--- config.mk ---
export PLATFORM = sky130hd
export DESIGN_NAME = remote_local_bus_interface
export DESIGN_NICKNAME = d
export VERILOG_FILES = /design/src/rtl/remote_bus_pkg.sv /design/src/rtl/remote_local_bus_interface.sv
export SDC_FILE = /design/constraint.sdc
export NUM_CORES = 1
export LEC_CHECK = 0
export BUFFER_PORTS_ARGS = -buffer_cell sky130_fd_sc_hd__buf_2
export CORE_MARGIN = 2
export CORE_UTILIZATION = 30
export CTS_CLUSTER_DIAMETER = 40
export DETAILED_ROUTE_END_ITERATION = 12
export REMOVE_ABC_BUFFERS = 1
export SETUP_SLACK_MARGIN = 0.02
export SLEW_MARGIN = 10
export SYNTH_ARGS = -nofsm -noshare
export SYNTH_HDL_FRONTEND = slang
export SYNTH_SLANG_ARGS = --single-unit
--- constraint.sdc ---
create_clock -name clk_sys -period 11.5 [get_ports clk_sys]
set_input_delay 2.3 -clock clk_sys [delete_from_list [all_inputs] [get_ports clk_sys]]
set_output_delay 2.3 -clock clk_sys [all_outputs]
set_load 0.05 [all_outputs]
--- src/rtl/remote_bus_pkg.sv ---
package remote_bus_pkg;

	// Input buffer and bus address range
	localparam int         BUF_DEPTH = 128;
	localparam logic [4:0] ADDR_MAX  = 5'h1E;
	localparam logic [4:0] ADDR_RST  = 5'h02;

	// Register offsets
	localparam logic [4:0] OFS_CTRL = 5'h00;
	localparam logic [4:0] OFS_STAT = 5'h04;
	localparam logic [4:0] OFS_RXD  = 5'h08;
	localparam logic [4:0] OFS_TXD  = 5'h0C;
	localparam logic [4:0] OFS_STB  = 5'h10;
	localparam logic [4:0] OFS_EVT  = 5'h14;

	// Field positions
	localparam int CTRL_TERM_LSB = 5;
	localparam int CTRL_EOI_BIT  = 7;
	localparam int TXD_LAST_BIT  = 8;
	localparam int STB_SRQ_BIT   = 6;
	localparam int STB_RQS_BIT   = 6;
	localparam int RXD_VALID_BIT = 8;

	// Reset values
	localparam logic [1:0] TERM_RST = 2'h0;
	localparam logic       EOI_RST  = 1'b1;

	// Response terminator choices
	localparam logic [1:0] TERM_CRLF = 2'h0;
	localparam logic [1:0] TERM_LF   = 2'h1;
	localparam logic [1:0] TERM_CR   = 2'h2;
	localparam logic [1:0] TERM_NONE = 2'h3;

	// Bus interface messages
	localparam logic [6:0] MSG_GTL  = 7'h01;
	localparam logic [6:0] MSG_SDC  = 7'h04;
	localparam logic [6:0] MSG_LLO  = 7'h11;
	localparam logic [6:0] MSG_DCL  = 7'h14;
	localparam logic [6:0] MSG_SPE  = 7'h18;
	localparam logic [6:0] MSG_SPD  = 7'h19;
	localparam logic [6:0] MSG_UNL  = 7'h3F;
	localparam logic [6:0] MSG_UNT  = 7'h5F;
	localparam logic [1:0] GRP_LAD  = 2'h1;
	localparam logic [1:0] GRP_TAD  = 2'h2;

	// Characters
	localparam logic [7:0] CHR_LF   = 8'h0A;
	localparam logic [7:0] CHR_CR   = 8'h0D;
	localparam logic [7:0] CHR_EXEC = 8'h58;
	localparam logic [7:0] CHR_LO   = 8'h20;
	localparam logic [7:0] CHR_HI   = 8'h7E;

	typedef enum logic [1:0] {
		AH_IDLE = 2'b00,
		AH_RDY  = 2'b01,
		AH_ACC  = 2'b10
	} ah_state_t;

	typedef enum logic [1:0] {
		SH_IDLE = 2'b00,
		SH_SET  = 2'b01,
		SH_DAV  = 2'b10
	} sh_state_t;

endpackage : remote_bus_pkg

--- src/rtl/remote_local_bus_interface.sv ---
// Decided for this implementation: the strobed register port and the placing of the registers.
`timescale 1ns/1ps
module remote_local_bus_interface #(
	parameter int DEPTH = remote_bus_pkg::BUF_DEPTH
) (
	input  wire logic        clk_sys,
	input  wire logic        rstn,
	input  wire logic [4:0]  reg_addr,
	input  wire logic [15:0] reg_wdata,
	input  wire logic        reg_wr,
	input  wire logic        reg_rd,
	output logic      [15:0] reg_rdata,
	input  wire logic [7:0]  dio_n_i,
	output logic      [7:0]  dio_n_o,
	output logic      [7:0]  dio_n_oe_n,
	input  wire logic        dav_n_i,
	output logic             dav_n_o,
	output logic             dav_n_oe_n,
	input  wire logic        nrfd_n_i,
	output logic             nrfd_n_o,
	output logic             nrfd_n_oe_n,
	input  wire logic        ndac_n_i,
	output logic             ndac_n_o,
	output logic             ndac_n_oe_n,
	input  wire logic        eoi_n_i,
	output logic             eoi_n_o,
	output logic             eoi_n_oe_n,
	output logic             srq_n_o,
	output logic             srq_n_oe_n,
	input  wire logic        atn_n_i,
	input  wire logic        ifc_n_i,
	input  wire logic        ren_n_i,
	input  wire logic        usb_attached,
	input  wire logic [7:0]  usb_rx_data,
	input  wire logic        usb_rx_valid,
	output logic             usb_rx_ready,
	output logic      [7:0]  usb_tx_data,
	output logic             usb_tx_valid,
	input  wire logic        usb_tx_ready,
	input  wire logic        panel_op,
	input  wire logic        panel_browse,
	input  wire logic        panel_local,
	output logic             panel_op_ok,
	output logic             remote_ind,
	output logic             settings_restore
);
	localparam int PW = $clog2(DEPTH) + 1;

	generate
		if (DEPTH < 2 || DEPTH > 128 || (1 << (PW - 1)) != DEPTH) begin : g_bad_depth
			$error("DEPTH must be a power of two from 2 to 128");
		end
	endgenerate

	// Open-collector drive: only pull low
	assign dio_n_o  = 8'h00;
	assign dav_n_o  = 1'b0;
	assign nrfd_n_o = 1'b0;
	assign ndac_n_o = 1'b0;
	assign eoi_n_o  = 1'b0;
	assign srq_n_o  = 1'b0;

	logic        atn, ifc, ren, eoi_in;
	logic [7:0]  bus_byte;
	assign atn      = ~atn_n_i;
	assign ifc      = ~ifc_n_i;
	assign ren      = ~ren_n_i;
	assign eoi_in   = ~eoi_n_i;
	assign bus_byte = ~dio_n_i;

	logic [4:0]  addr_q;
	logic [1:0]  term_q;
	logic        eoi_en_q;
	logic        listen_q, talk_q, spoll_q;
	logic        remote_q, llo_q, link_usb_q;
	logic        ren_prev_q, usb_prev_q;
	logic [5:0]  stb_q;
	logic        rqs_q;
	logic [2:0]  evt_q;
	logic        restore_q;
	remote_bus_pkg::ah_state_t ah_q;
	remote_bus_pkg::sh_state_t sh_q;

	// Receive buffer
	logic [7:0]    mem [DEPTH];
	logic [PW-1:0] wp_q, cp_q, rp_q;
	logic          err_q;
	logic [PW-1:0] used;
	logic          full;
	assign used = wp_q - rp_q;
	assign full = used[PW-1];

	// Acceptor handshake
	logic       ah_act, ah_lsn, ah_take, cmd_v, gp_data_v;
	logic [6:0] cmd;
	logic       addr_hit;
	assign ah_lsn    = ~ifc & (atn | listen_q);
	assign ah_act    = ~ifc & (atn | (listen_q & ~full));
	assign ah_take   = ah_act & (ah_q == remote_bus_pkg::AH_RDY) & ~dav_n_i;
	assign cmd_v     = ah_take & atn;
	assign gp_data_v = ah_take & ~atn & listen_q;
	assign cmd       = bus_byte[6:0];
	assign addr_hit  = cmd[4:0] == addr_q;

	always_ff @(posedge clk_sys or negedge rstn) begin
		if (!rstn) begin
			ah_q <= remote_bus_pkg::AH_IDLE;
		end else if (ifc) begin
			ah_q <= remote_bus_pkg::AH_IDLE;
		end else begin
			case (ah_q)
				remote_bus_pkg::AH_IDLE: begin
					if (ah_act && dav_n_i) begin
						ah_q <= remote_bus_pkg::AH_RDY;
					end
				end
				remote_bus_pkg::AH_RDY: begin
					if (!ah_act) begin
						ah_q <= remote_bus_pkg::AH_IDLE;
					end else if (!dav_n_i) begin
						ah_q <= remote_bus_pkg::AH_ACC;
					end
				end
				remote_bus_pkg::AH_ACC: begin
					if (dav_n_i) begin
						ah_q <= remote_bus_pkg::AH_IDLE;
					end
				end
				default: ah_q <= remote_bus_pkg::AH_IDLE;
			endcase
		end
	end

	// Full buffer keeps ready low so no byte is lost
	assign nrfd_n_oe_n = ~(ah_lsn && !(ah_act && ah_q == remote_bus_pkg::AH_RDY));
	assign ndac_n_oe_n = ~(ah_lsn && ah_q != remote_bus_pkg::AH_ACC);

	// Interface messages
	logic mla, mta, gtl_hit, dev_clr;
	assign mla     = cmd_v && cmd[6:5] == remote_bus_pkg::GRP_LAD && addr_hit;
	assign mta     = cmd_v && cmd[6:5] == remote_bus_pkg::GRP_TAD && addr_hit;
	assign gtl_hit = cmd_v && cmd == remote_bus_pkg::MSG_GTL && listen_q;
	assign dev_clr = cmd_v && (cmd == remote_bus_pkg::MSG_DCL ||
		(cmd == remote_bus_pkg::MSG_SDC && listen_q));

	// Addressing and serial poll mode; other messages ignored
	always_ff @(posedge clk_sys or negedge rstn) begin
		if (!rstn) begin
			listen_q <= 1'b0;
			talk_q   <= 1'b0;
			spoll_q  <= 1'b0;
		end else if (ifc) begin
			listen_q <= 1'b0;
			talk_q   <= 1'b0;
			spoll_q  <= 1'b0;
		end else if (cmd_v) begin
			if (cmd == remote_bus_pkg::MSG_UNL) begin
				listen_q <= 1'b0;
			end
			if (cmd == remote_bus_pkg::MSG_UNT) begin
				talk_q <= 1'b0;
			end
			if (mla) begin
				listen_q <= 1'b1;
				talk_q   <= 1'b0;
			end
			if (cmd_v && cmd[6:5] == remote_bus_pkg::GRP_TAD) begin
				talk_q <= addr_hit;
				if (addr_hit) begin
					listen_q <= 1'b0;
				end
			end
			if (cmd == remote_bus_pkg::MSG_SPE) begin
				spoll_q <= 1'b1;
			end
			if (cmd == remote_bus_pkg::MSG_SPD) begin
				spoll_q <= 1'b0;
			end
		end
	end
	// Parallel poll, trigger, controller and secondary codes fall through unused

	// Response sequencer with terminator
	logic [7:0] txb_q;
	logic       txv_q, txl_q;
	logic [1:0] tseq_q;
	logic       out_v, out_end, tx_take, sh_sp_q, sh_done;
	logic [7:0] out_b, term_b;
	assign term_b  = (tseq_q == 2'h2 || term_q == remote_bus_pkg::TERM_LF) ?
		remote_bus_pkg::CHR_LF : remote_bus_pkg::CHR_CR;
	assign out_v   = txv_q | (tseq_q != 2'h0);
	assign out_b   = txv_q ? txb_q : term_b;
	assign out_end = txv_q ? (txl_q && term_q == remote_bus_pkg::TERM_NONE) :
		(tseq_q == 2'h2 || term_q != remote_bus_pkg::TERM_CRLF);
	assign usb_tx_data  = out_b;
	assign usb_tx_valid = out_v & link_usb_q & usb_attached;
	assign tx_take      = (sh_done & ~sh_sp_q) | (usb_tx_valid & usb_tx_ready);

	always_ff @(posedge clk_sys or negedge rstn) begin
		if (!rstn) begin
			txb_q  <= 8'h00;
			txv_q  <= 1'b0;
			txl_q  <= 1'b0;
			tseq_q <= 2'h0;
		end else if (dev_clr) begin
			txv_q  <= 1'b0;
			tseq_q <= 2'h0;
		end else if (tx_take) begin
			if (txv_q) begin
				txv_q <= 1'b0;
				if (txl_q && term_q != remote_bus_pkg::TERM_NONE) begin
					tseq_q <= 2'h1;
				end
			end else if (tseq_q == 2'h1 && term_q == remote_bus_pkg::TERM_CRLF) begin
				tseq_q <= 2'h2;
			end else begin
				tseq_q <= 2'h0;
			end
		end else if (reg_wr && reg_addr == remote_bus_pkg::OFS_TXD && !out_v) begin
			txb_q <= reg_wdata[7:0];
			txl_q <= reg_wdata[remote_bus_pkg::TXD_LAST_BIT];
			txv_q <= 1'b1;
		end
	end

	// Source handshake
	logic       sh_act;
	logic [7:0] sh_b_q;
	logic       sh_eoi_q;
	assign sh_act  = talk_q & ~atn & ~ifc & ~link_usb_q;
	assign sh_done = sh_act && sh_q == remote_bus_pkg::SH_DAV && ndac_n_i;

	always_ff @(posedge clk_sys or negedge rstn) begin
		if (!rstn) begin
			sh_q     <= remote_bus_pkg::SH_IDLE;
			sh_b_q   <= 8'h00;
			sh_eoi_q <= 1'b0;
			sh_sp_q  <= 1'b0;
		end else begin
			case (sh_q)
				remote_bus_pkg::SH_IDLE: begin
					if (sh_act && (spoll_q || out_v)) begin
						sh_q     <= remote_bus_pkg::SH_SET;
						sh_sp_q  <= spoll_q;
						sh_b_q   <= spoll_q ? {1'b0, rqs_q, stb_q} : out_b;
						sh_eoi_q <= ~spoll_q & out_end & eoi_en_q;
					end
				end
				remote_bus_pkg::SH_SET: begin
					if (!sh_act) begin
						sh_q <= remote_bus_pkg::SH_IDLE;
					end else if (nrfd_n_i) begin
						sh_q <= remote_bus_pkg::SH_DAV;
					end
				end
				remote_bus_pkg::SH_DAV: begin
					if (!sh_act || ndac_n_i) begin
						sh_q <= remote_bus_pkg::SH_IDLE;
					end
				end
				default: sh_q <= remote_bus_pkg::SH_IDLE;
			endcase
		end
	end

	assign dio_n_oe_n = (sh_q != remote_bus_pkg::SH_IDLE && sh_act) ? ~sh_b_q : 8'hFF;
	assign dav_n_oe_n = ~(sh_act && sh_q == remote_bus_pkg::SH_DAV);
	assign eoi_n_oe_n = ~(sh_act && sh_q != remote_bus_pkg::SH_IDLE && sh_eoi_q);

	// Service request and status byte
	always_ff @(posedge clk_sys or negedge rstn) begin
		if (!rstn) begin
			stb_q <= 6'h00;
			rqs_q <= 1'b0;
		end else begin
			if (dev_clr || (sh_done && sh_sp_q)) begin
				rqs_q <= 1'b0;
			end
			if (reg_wr && reg_addr == remote_bus_pkg::OFS_STB) begin
				stb_q <= reg_wdata[5:0];
				if (reg_wdata[remote_bus_pkg::STB_SRQ_BIT]) begin
					rqs_q <= 1'b1;
				end
			end
		end
	end
	assign srq_n_oe_n = ~rqs_q;

	// Receive path
	logic       usb_in, rx_v, rx_eol, rx_bad, rx_exec;
	logic [7:0] rx_b;
	assign usb_rx_ready = ~full;
	assign usb_in  = usb_rx_valid & ~full;
	assign rx_v    = gp_data_v | usb_in;
	assign rx_b    = gp_data_v ? bus_byte : usb_rx_data;
	assign rx_eol  = rx_b == remote_bus_pkg::CHR_LF || rx_b == remote_bus_pkg::CHR_CR;
	assign rx_bad  = rx_b < remote_bus_pkg::CHR_LO || rx_b > remote_bus_pkg::CHR_HI;
	assign rx_exec = rx_b == remote_bus_pkg::CHR_EXEC;

	always_ff @(posedge clk_sys) begin
		if (rx_v && !rx_eol && !rx_bad && !rx_exec) begin
			mem[wp_q[PW-2:0]] <= rx_b;
		end
	end

	logic pop;
	assign pop = reg_rd && reg_addr == remote_bus_pkg::OFS_RXD && rp_q != cp_q;

	always_ff @(posedge clk_sys or negedge rstn) begin
		if (!rstn) begin
			wp_q  <= '0;
			cp_q  <= '0;
			rp_q  <= '0;
			err_q <= 1'b0;
		end else if (dev_clr) begin
			wp_q  <= '0;
			cp_q  <= '0;
			rp_q  <= '0;
			err_q <= 1'b0;
		end else begin
			if (pop) begin
				rp_q <= rp_q + 1'b1;
			end
			if (rx_v && !rx_eol) begin
				if (rx_exec) begin
					if (err_q) begin
						wp_q <= cp_q;
					end else begin
						cp_q <= wp_q;
					end
					err_q <= 1'b0;
				end else if (rx_bad) begin
					err_q <= 1'b1;
				end else begin
					wp_q <= wp_q + 1'b1;
				end
			end
		end
	end

	// Remote and local state
	always_ff @(posedge clk_sys or negedge rstn) begin
		if (!rstn) begin
			remote_q   <= 1'b0;
			llo_q      <= 1'b0;
			link_usb_q <= 1'b0;
			ren_prev_q <= 1'b0;
			usb_prev_q <= 1'b0;
		end else begin
			ren_prev_q <= ren;
			usb_prev_q <= usb_attached;
			if (usb_rx_valid) begin
				link_usb_q <= 1'b1;
			end else if (gp_data_v || mla || mta) begin
				link_usb_q <= 1'b0;
			end
			if (!ren) begin
				llo_q <= 1'b0;
			end else if (cmd_v && cmd == remote_bus_pkg::MSG_LLO) begin
				llo_q <= 1'b1;
			end
			if (gtl_hit || (ren_prev_q && !ren)) begin
				remote_q <= 1'b0;
			end
			if (usb_prev_q && !usb_attached) begin
				remote_q <= 1'b0;
			end
			if (panel_local && !(llo_q && !link_usb_q)) begin
				remote_q <= 1'b0;
			end
			if (usb_rx_valid || (ren && (gp_data_v || mla))) begin
				remote_q <= 1'b1;
			end
		end
	end

	assign remote_ind  = remote_q;
	assign panel_op_ok = panel_op & (~remote_q | panel_browse | panel_local);

	always_ff @(posedge clk_sys or negedge rstn) begin
		if (!rstn) begin
			restore_q <= 1'b0;
		end else begin
			restore_q <= dev_clr;
		end
	end
	assign settings_restore = restore_q;

	// Configuration register
	always_ff @(posedge clk_sys or negedge rstn) begin
		if (!rstn) begin
			addr_q   <= remote_bus_pkg::ADDR_RST;
			term_q   <= remote_bus_pkg::TERM_RST;
			eoi_en_q <= remote_bus_pkg::EOI_RST;
		end else if (reg_wr && reg_addr == remote_bus_pkg::OFS_CTRL) begin
			if (reg_wdata[4:0] <= remote_bus_pkg::ADDR_MAX) begin
				addr_q <= reg_wdata[4:0];
			end
			term_q   <= reg_wdata[remote_bus_pkg::CTRL_TERM_LSB +: 2];
			eoi_en_q <= reg_wdata[remote_bus_pkg::CTRL_EOI_BIT];
		end
	end

	// Sticky events, cleared by read, set wins
	logic [2:0] evt_set;
	assign evt_set = {usb_rx_valid & full, rx_v & rx_exec & err_q, dev_clr};
	always_ff @(posedge clk_sys or negedge rstn) begin
		if (!rstn) begin
			evt_q <= 3'h0;
		end else if (reg_rd && reg_addr == remote_bus_pkg::OFS_EVT) begin
			evt_q <= evt_set;
		end else begin
			evt_q <= evt_q | evt_set;
		end
	end

	// Register read data
	logic [7:0] avail;
	logic [PW-1:0] avail_w;
	assign avail_w = cp_q - rp_q;
	assign avail   = 8'(avail_w);
	always_ff @(posedge clk_sys or negedge rstn) begin
		if (!rstn) begin
			reg_rdata <= 16'h0000;
		end else if (reg_rd) begin
			case (reg_addr)
				remote_bus_pkg::OFS_CTRL: reg_rdata <= {8'h00, eoi_en_q, term_q, addr_q};
				remote_bus_pkg::OFS_STAT: reg_rdata <= {avail, rqs_q, out_v, err_q,
					spoll_q, talk_q, listen_q, llo_q, remote_q};
				remote_bus_pkg::OFS_RXD:  reg_rdata <= {7'h00, rp_q != cp_q,
					mem[rp_q[PW-2:0]]};
				remote_bus_pkg::OFS_STB:  reg_rdata <= {9'h000, rqs_q, stb_q};
				remote_bus_pkg::OFS_EVT:  reg_rdata <= {13'h0000, evt_q};
				default:                  reg_rdata <= 16'h0000;
			endcase
		end
	end

endmodule : remote_local_bus_interface

==> run metrics <==
status complete, no violations; DR DRC count 0; overall routing resource usage 0.142; CP Capture Type output pin; DIE WIDTH 392 um; reg2reg end mem[15][1]; routed wire length per instance 24.3 um; WHS Path Cells 2; Mapped Cells 2,291; pre-CTS setup slack 5.23 ns; post-route cell area 52,300 um2; Mean Syn Cell Area 19.7 um2; total of max-cap violations 0; antenna viol nets, final 0; initial core utilization 0.302; Clk Tree Root Cell clkbuf_16; CTS tree yes; count of pins over their slew limit 0; Clock transition at path regs 0.06 ns; DRT iter0 DRCs 2,287; RSZ-0062 raised after global routing no; Post-synth EDFFs 1,024; Hold Buf Count CTS 0; Clk Latency, worst-skew pair 0.74 ns; I/O pin count 109; routing usage on met2 0.233; Critical Path RT 9.20 ns; Max Freq 0.159 GHz; critical path, cell by cell inv_1, ha_1, a21oi_1, o21ai_0, o21bai_2, xnor2_2, nor2_1, o311ai_0, buf_2; hold_ws 0.475 ns; Hold Crit Endpoint txb_q[6]; DRT Wirelength 111,000 um; final-stage net count 2,494; initial antenna violation count 6; commonest non-fill, non-tap cell in the layout edfxtp_1; Total Power 10,600 uW; Setup Skew 0.0199 ns; Peak VDD IR 0.000188 V; crit path launch type flip-flop; post-route setup slack 5.21 ns; Resize count post-CTS 0; final core occ 0.349; final RePlAce weighted congestion 0.813; Hold Fails Final Rpt 0; Yosys reg bits 1,118; ys flop type edfxtp_1; R2R cell count 10; reg2reg setup slack 6.07 ns; CTS H-tree lvls 4; # setup viols final 0; critical path class reg2out; synthesized cell area 45,200 um2; yosys warns 0; most frequent cells in the layout edfxtp_1, mux4_2, nor2_1, clkbuf_16, nand2_1; Hold Path Origin txb_q[6]; Slowest cell on crit path dfrtp_2; busiest grt layer met2; asr flop ratio synth 0.0841; pwr dens 203 nW/um2; core area 150,000 um2; worst hold path type reg2reg; largest net degree at the start of global routing 135; Slew HR 0.206; Tcrit/Tclk final 0.547; share of cells above drive strength 1 0.275; Synth cell types 76; Sink Count 1,118; IO buf count 87; DP HPWL 66,700 um; fin crit period 6.29 ns; DP Area 47,900 um2; worst-path fanout max 34; Die ar. 154,000 um2; CP peak stage delay 1.02 ns; CTS max path bufs 3; Pre-Repair DR Iteration Count 7; worst r2r src rp_q[3]; Slew @ Worst Pin 1.19 ns; leakage power 0.0166 uW; vias in the first global route 22,600; first-pass GRT wire length 159,000 um; Post-CTS Repair Setup Buffers 0; met1 Track Usage GR 0.194; row count 142; sequential area share after synthesis 0.732; Layout fillers 13,800; GRT Residual Overflow 0; area grow syn2layout 15.7%; total via count in the routed design 22,600; CP arrival 3.99 ns; grt met3 use 0.0249; die height 392 um; CTS Buf Count 132; Vias/cell 4.96
[worst max-delay path by stage]
stage | startpoint | end | slack, ns | cells after the start
3_3_place_gp | ifc_n_i | mem[127][0] | 5.27 | 10
6_report | rp_q[3] | nrfd_n_oe_n | 5.21 | 9
5_1_grt | rp_q[3] | nrfd_n_oe_n | 4.97 | 9
2_1_floorplan | rp_q[0] | mem[0][0] | -5.04 | 5
4_1_cts | rp_q[3] | nrfd_n_oe_n | 5.12 | 9
3_5_place_dp | ifc_n_i | mem[63][5] | 5.23 | 10
[state kept, by name, summed over array words and instances, names as in the netlist, 2 cells and up]
name and count:
addr_q 5, evt_q 3, sh_q 2, txb_q 8
mem 1024, wp_q 8, reg_rdata 16, rp_q 8
tseq_q 2, sh_b_q 8, ah_q 2, cp_q 8
term_q 2, stb_q 6
[power by group]
part / switching, uW / internal [uW]
logic: 949 / 883
registers: 93.2 / 4470
clock network: 1680 / 2530
[kinds of logic (layout without fill, tap and decap cells)]
group,Yosys count,in the layout,synth area share
DFF,1118,1118,0.732
and+or+nand+nor,447,447,0.0473
muxes,377,377,0.171
buffers and inverters,157,383,0.0180
AOI/OAI and AO/OA,156,156,0.0230
xor gates and xnor gates,19,19,0.00384
adders and majority gates,16,16,0.00459
other,1,17,0.0000829
[stage by stage]
step | TNS, ns | instances
3_3_place_gp | 0 | 4306
2_1_floorplan | -6195.08 | 2175
4_1_cts | 0 | 4545
6_report | 0 | 4549
3_5_place_dp | 0 | 4306
5_1_grt | 0 | 4545
[metal layers]
metal / vias to the layer above / wire (um) / share of wire
li1: 9615 / - / -
met1: 12000 / 47200 / 0.43
met2: 793 / 54400 / 0.49
met3: 139 / 6650 / 0.060
met4: 4 / 2260 / 0.020
met5: - / 27 / 0.00024
[synth_stat cells (6+ instances only)]
cell type / count / share of area
dfrtp_1: 92 / 0.051
xnor2_1: 9 / 0.0017
nand2b_1: 10 / 0.0014
buf_1: 7 / 0.00058
buf_6: 12 / 0.0030
xor2_1: 9 / 0.0017
mux2i_1: 41 / 0.0091
mux2_2: 20 / 0.0050
nor2_1: 183 / 0.015
edfxtp_1: 1024 / 0.68
nand2_1: 106 / 0.0088
nand2_4: 6 / 0.0015
nor3_1: 7 / 0.00077
or3_1: 7 / 0.00097
a21o_1: 6 / 0.0010
clkbuf_1: 52 / 0.0043
a211oi_1: 7 / 0.0012
o21ai_0: 47 / 0.0052
nand4_1: 15 / 0.0021
a31oi_1: 7 / 0.00097
a21oi_1: 37 / 0.0041
and3_1: 9 / 0.0012
o2bb2ai_1: 9 / 0.0017
mux4_2: 316 / 0.16
a221oi_1: 9 / 0.0017
nor2b_1: 21 / 0.0029
buf_4: 25 / 0.0041
inv_1: 26 / 0.0022
nand3_1: 46 / 0.0051
buf_2: 32 / 0.0035
ha_1: 15 / 0.0041
[area by class of cell]
| cell class | instances | area [um2] | area share |
|---|---|---|---|
| antenna | 4 | 10.0 | 0.000191 |
| timing repair buffer | 115 | 686 | 0.0131 |
| sequential | 1118 | 33100 | 0.633 |
| clock inverter | 80 | 897 | 0.0171 |
| multi-input combinational | 1028 | 11500 | 0.219 |
| inverter | 29 | 111 | 0.00213 |
| clock buffer | 159 | 3530 | 0.0675 |
| tap | 2016 | 2520 | 0.0482 |
[critical path: cells and delay by family (launching register included)]
family          cells  cell delay [ns]
flops               1             1.02
buf+inv             2             0.70
fa+ha+maj           1             0.29
xor+xnor            1             0.38
simple gates        1             0.09
compound gates      4             0.77
Power figures use the tool's default switching activity.
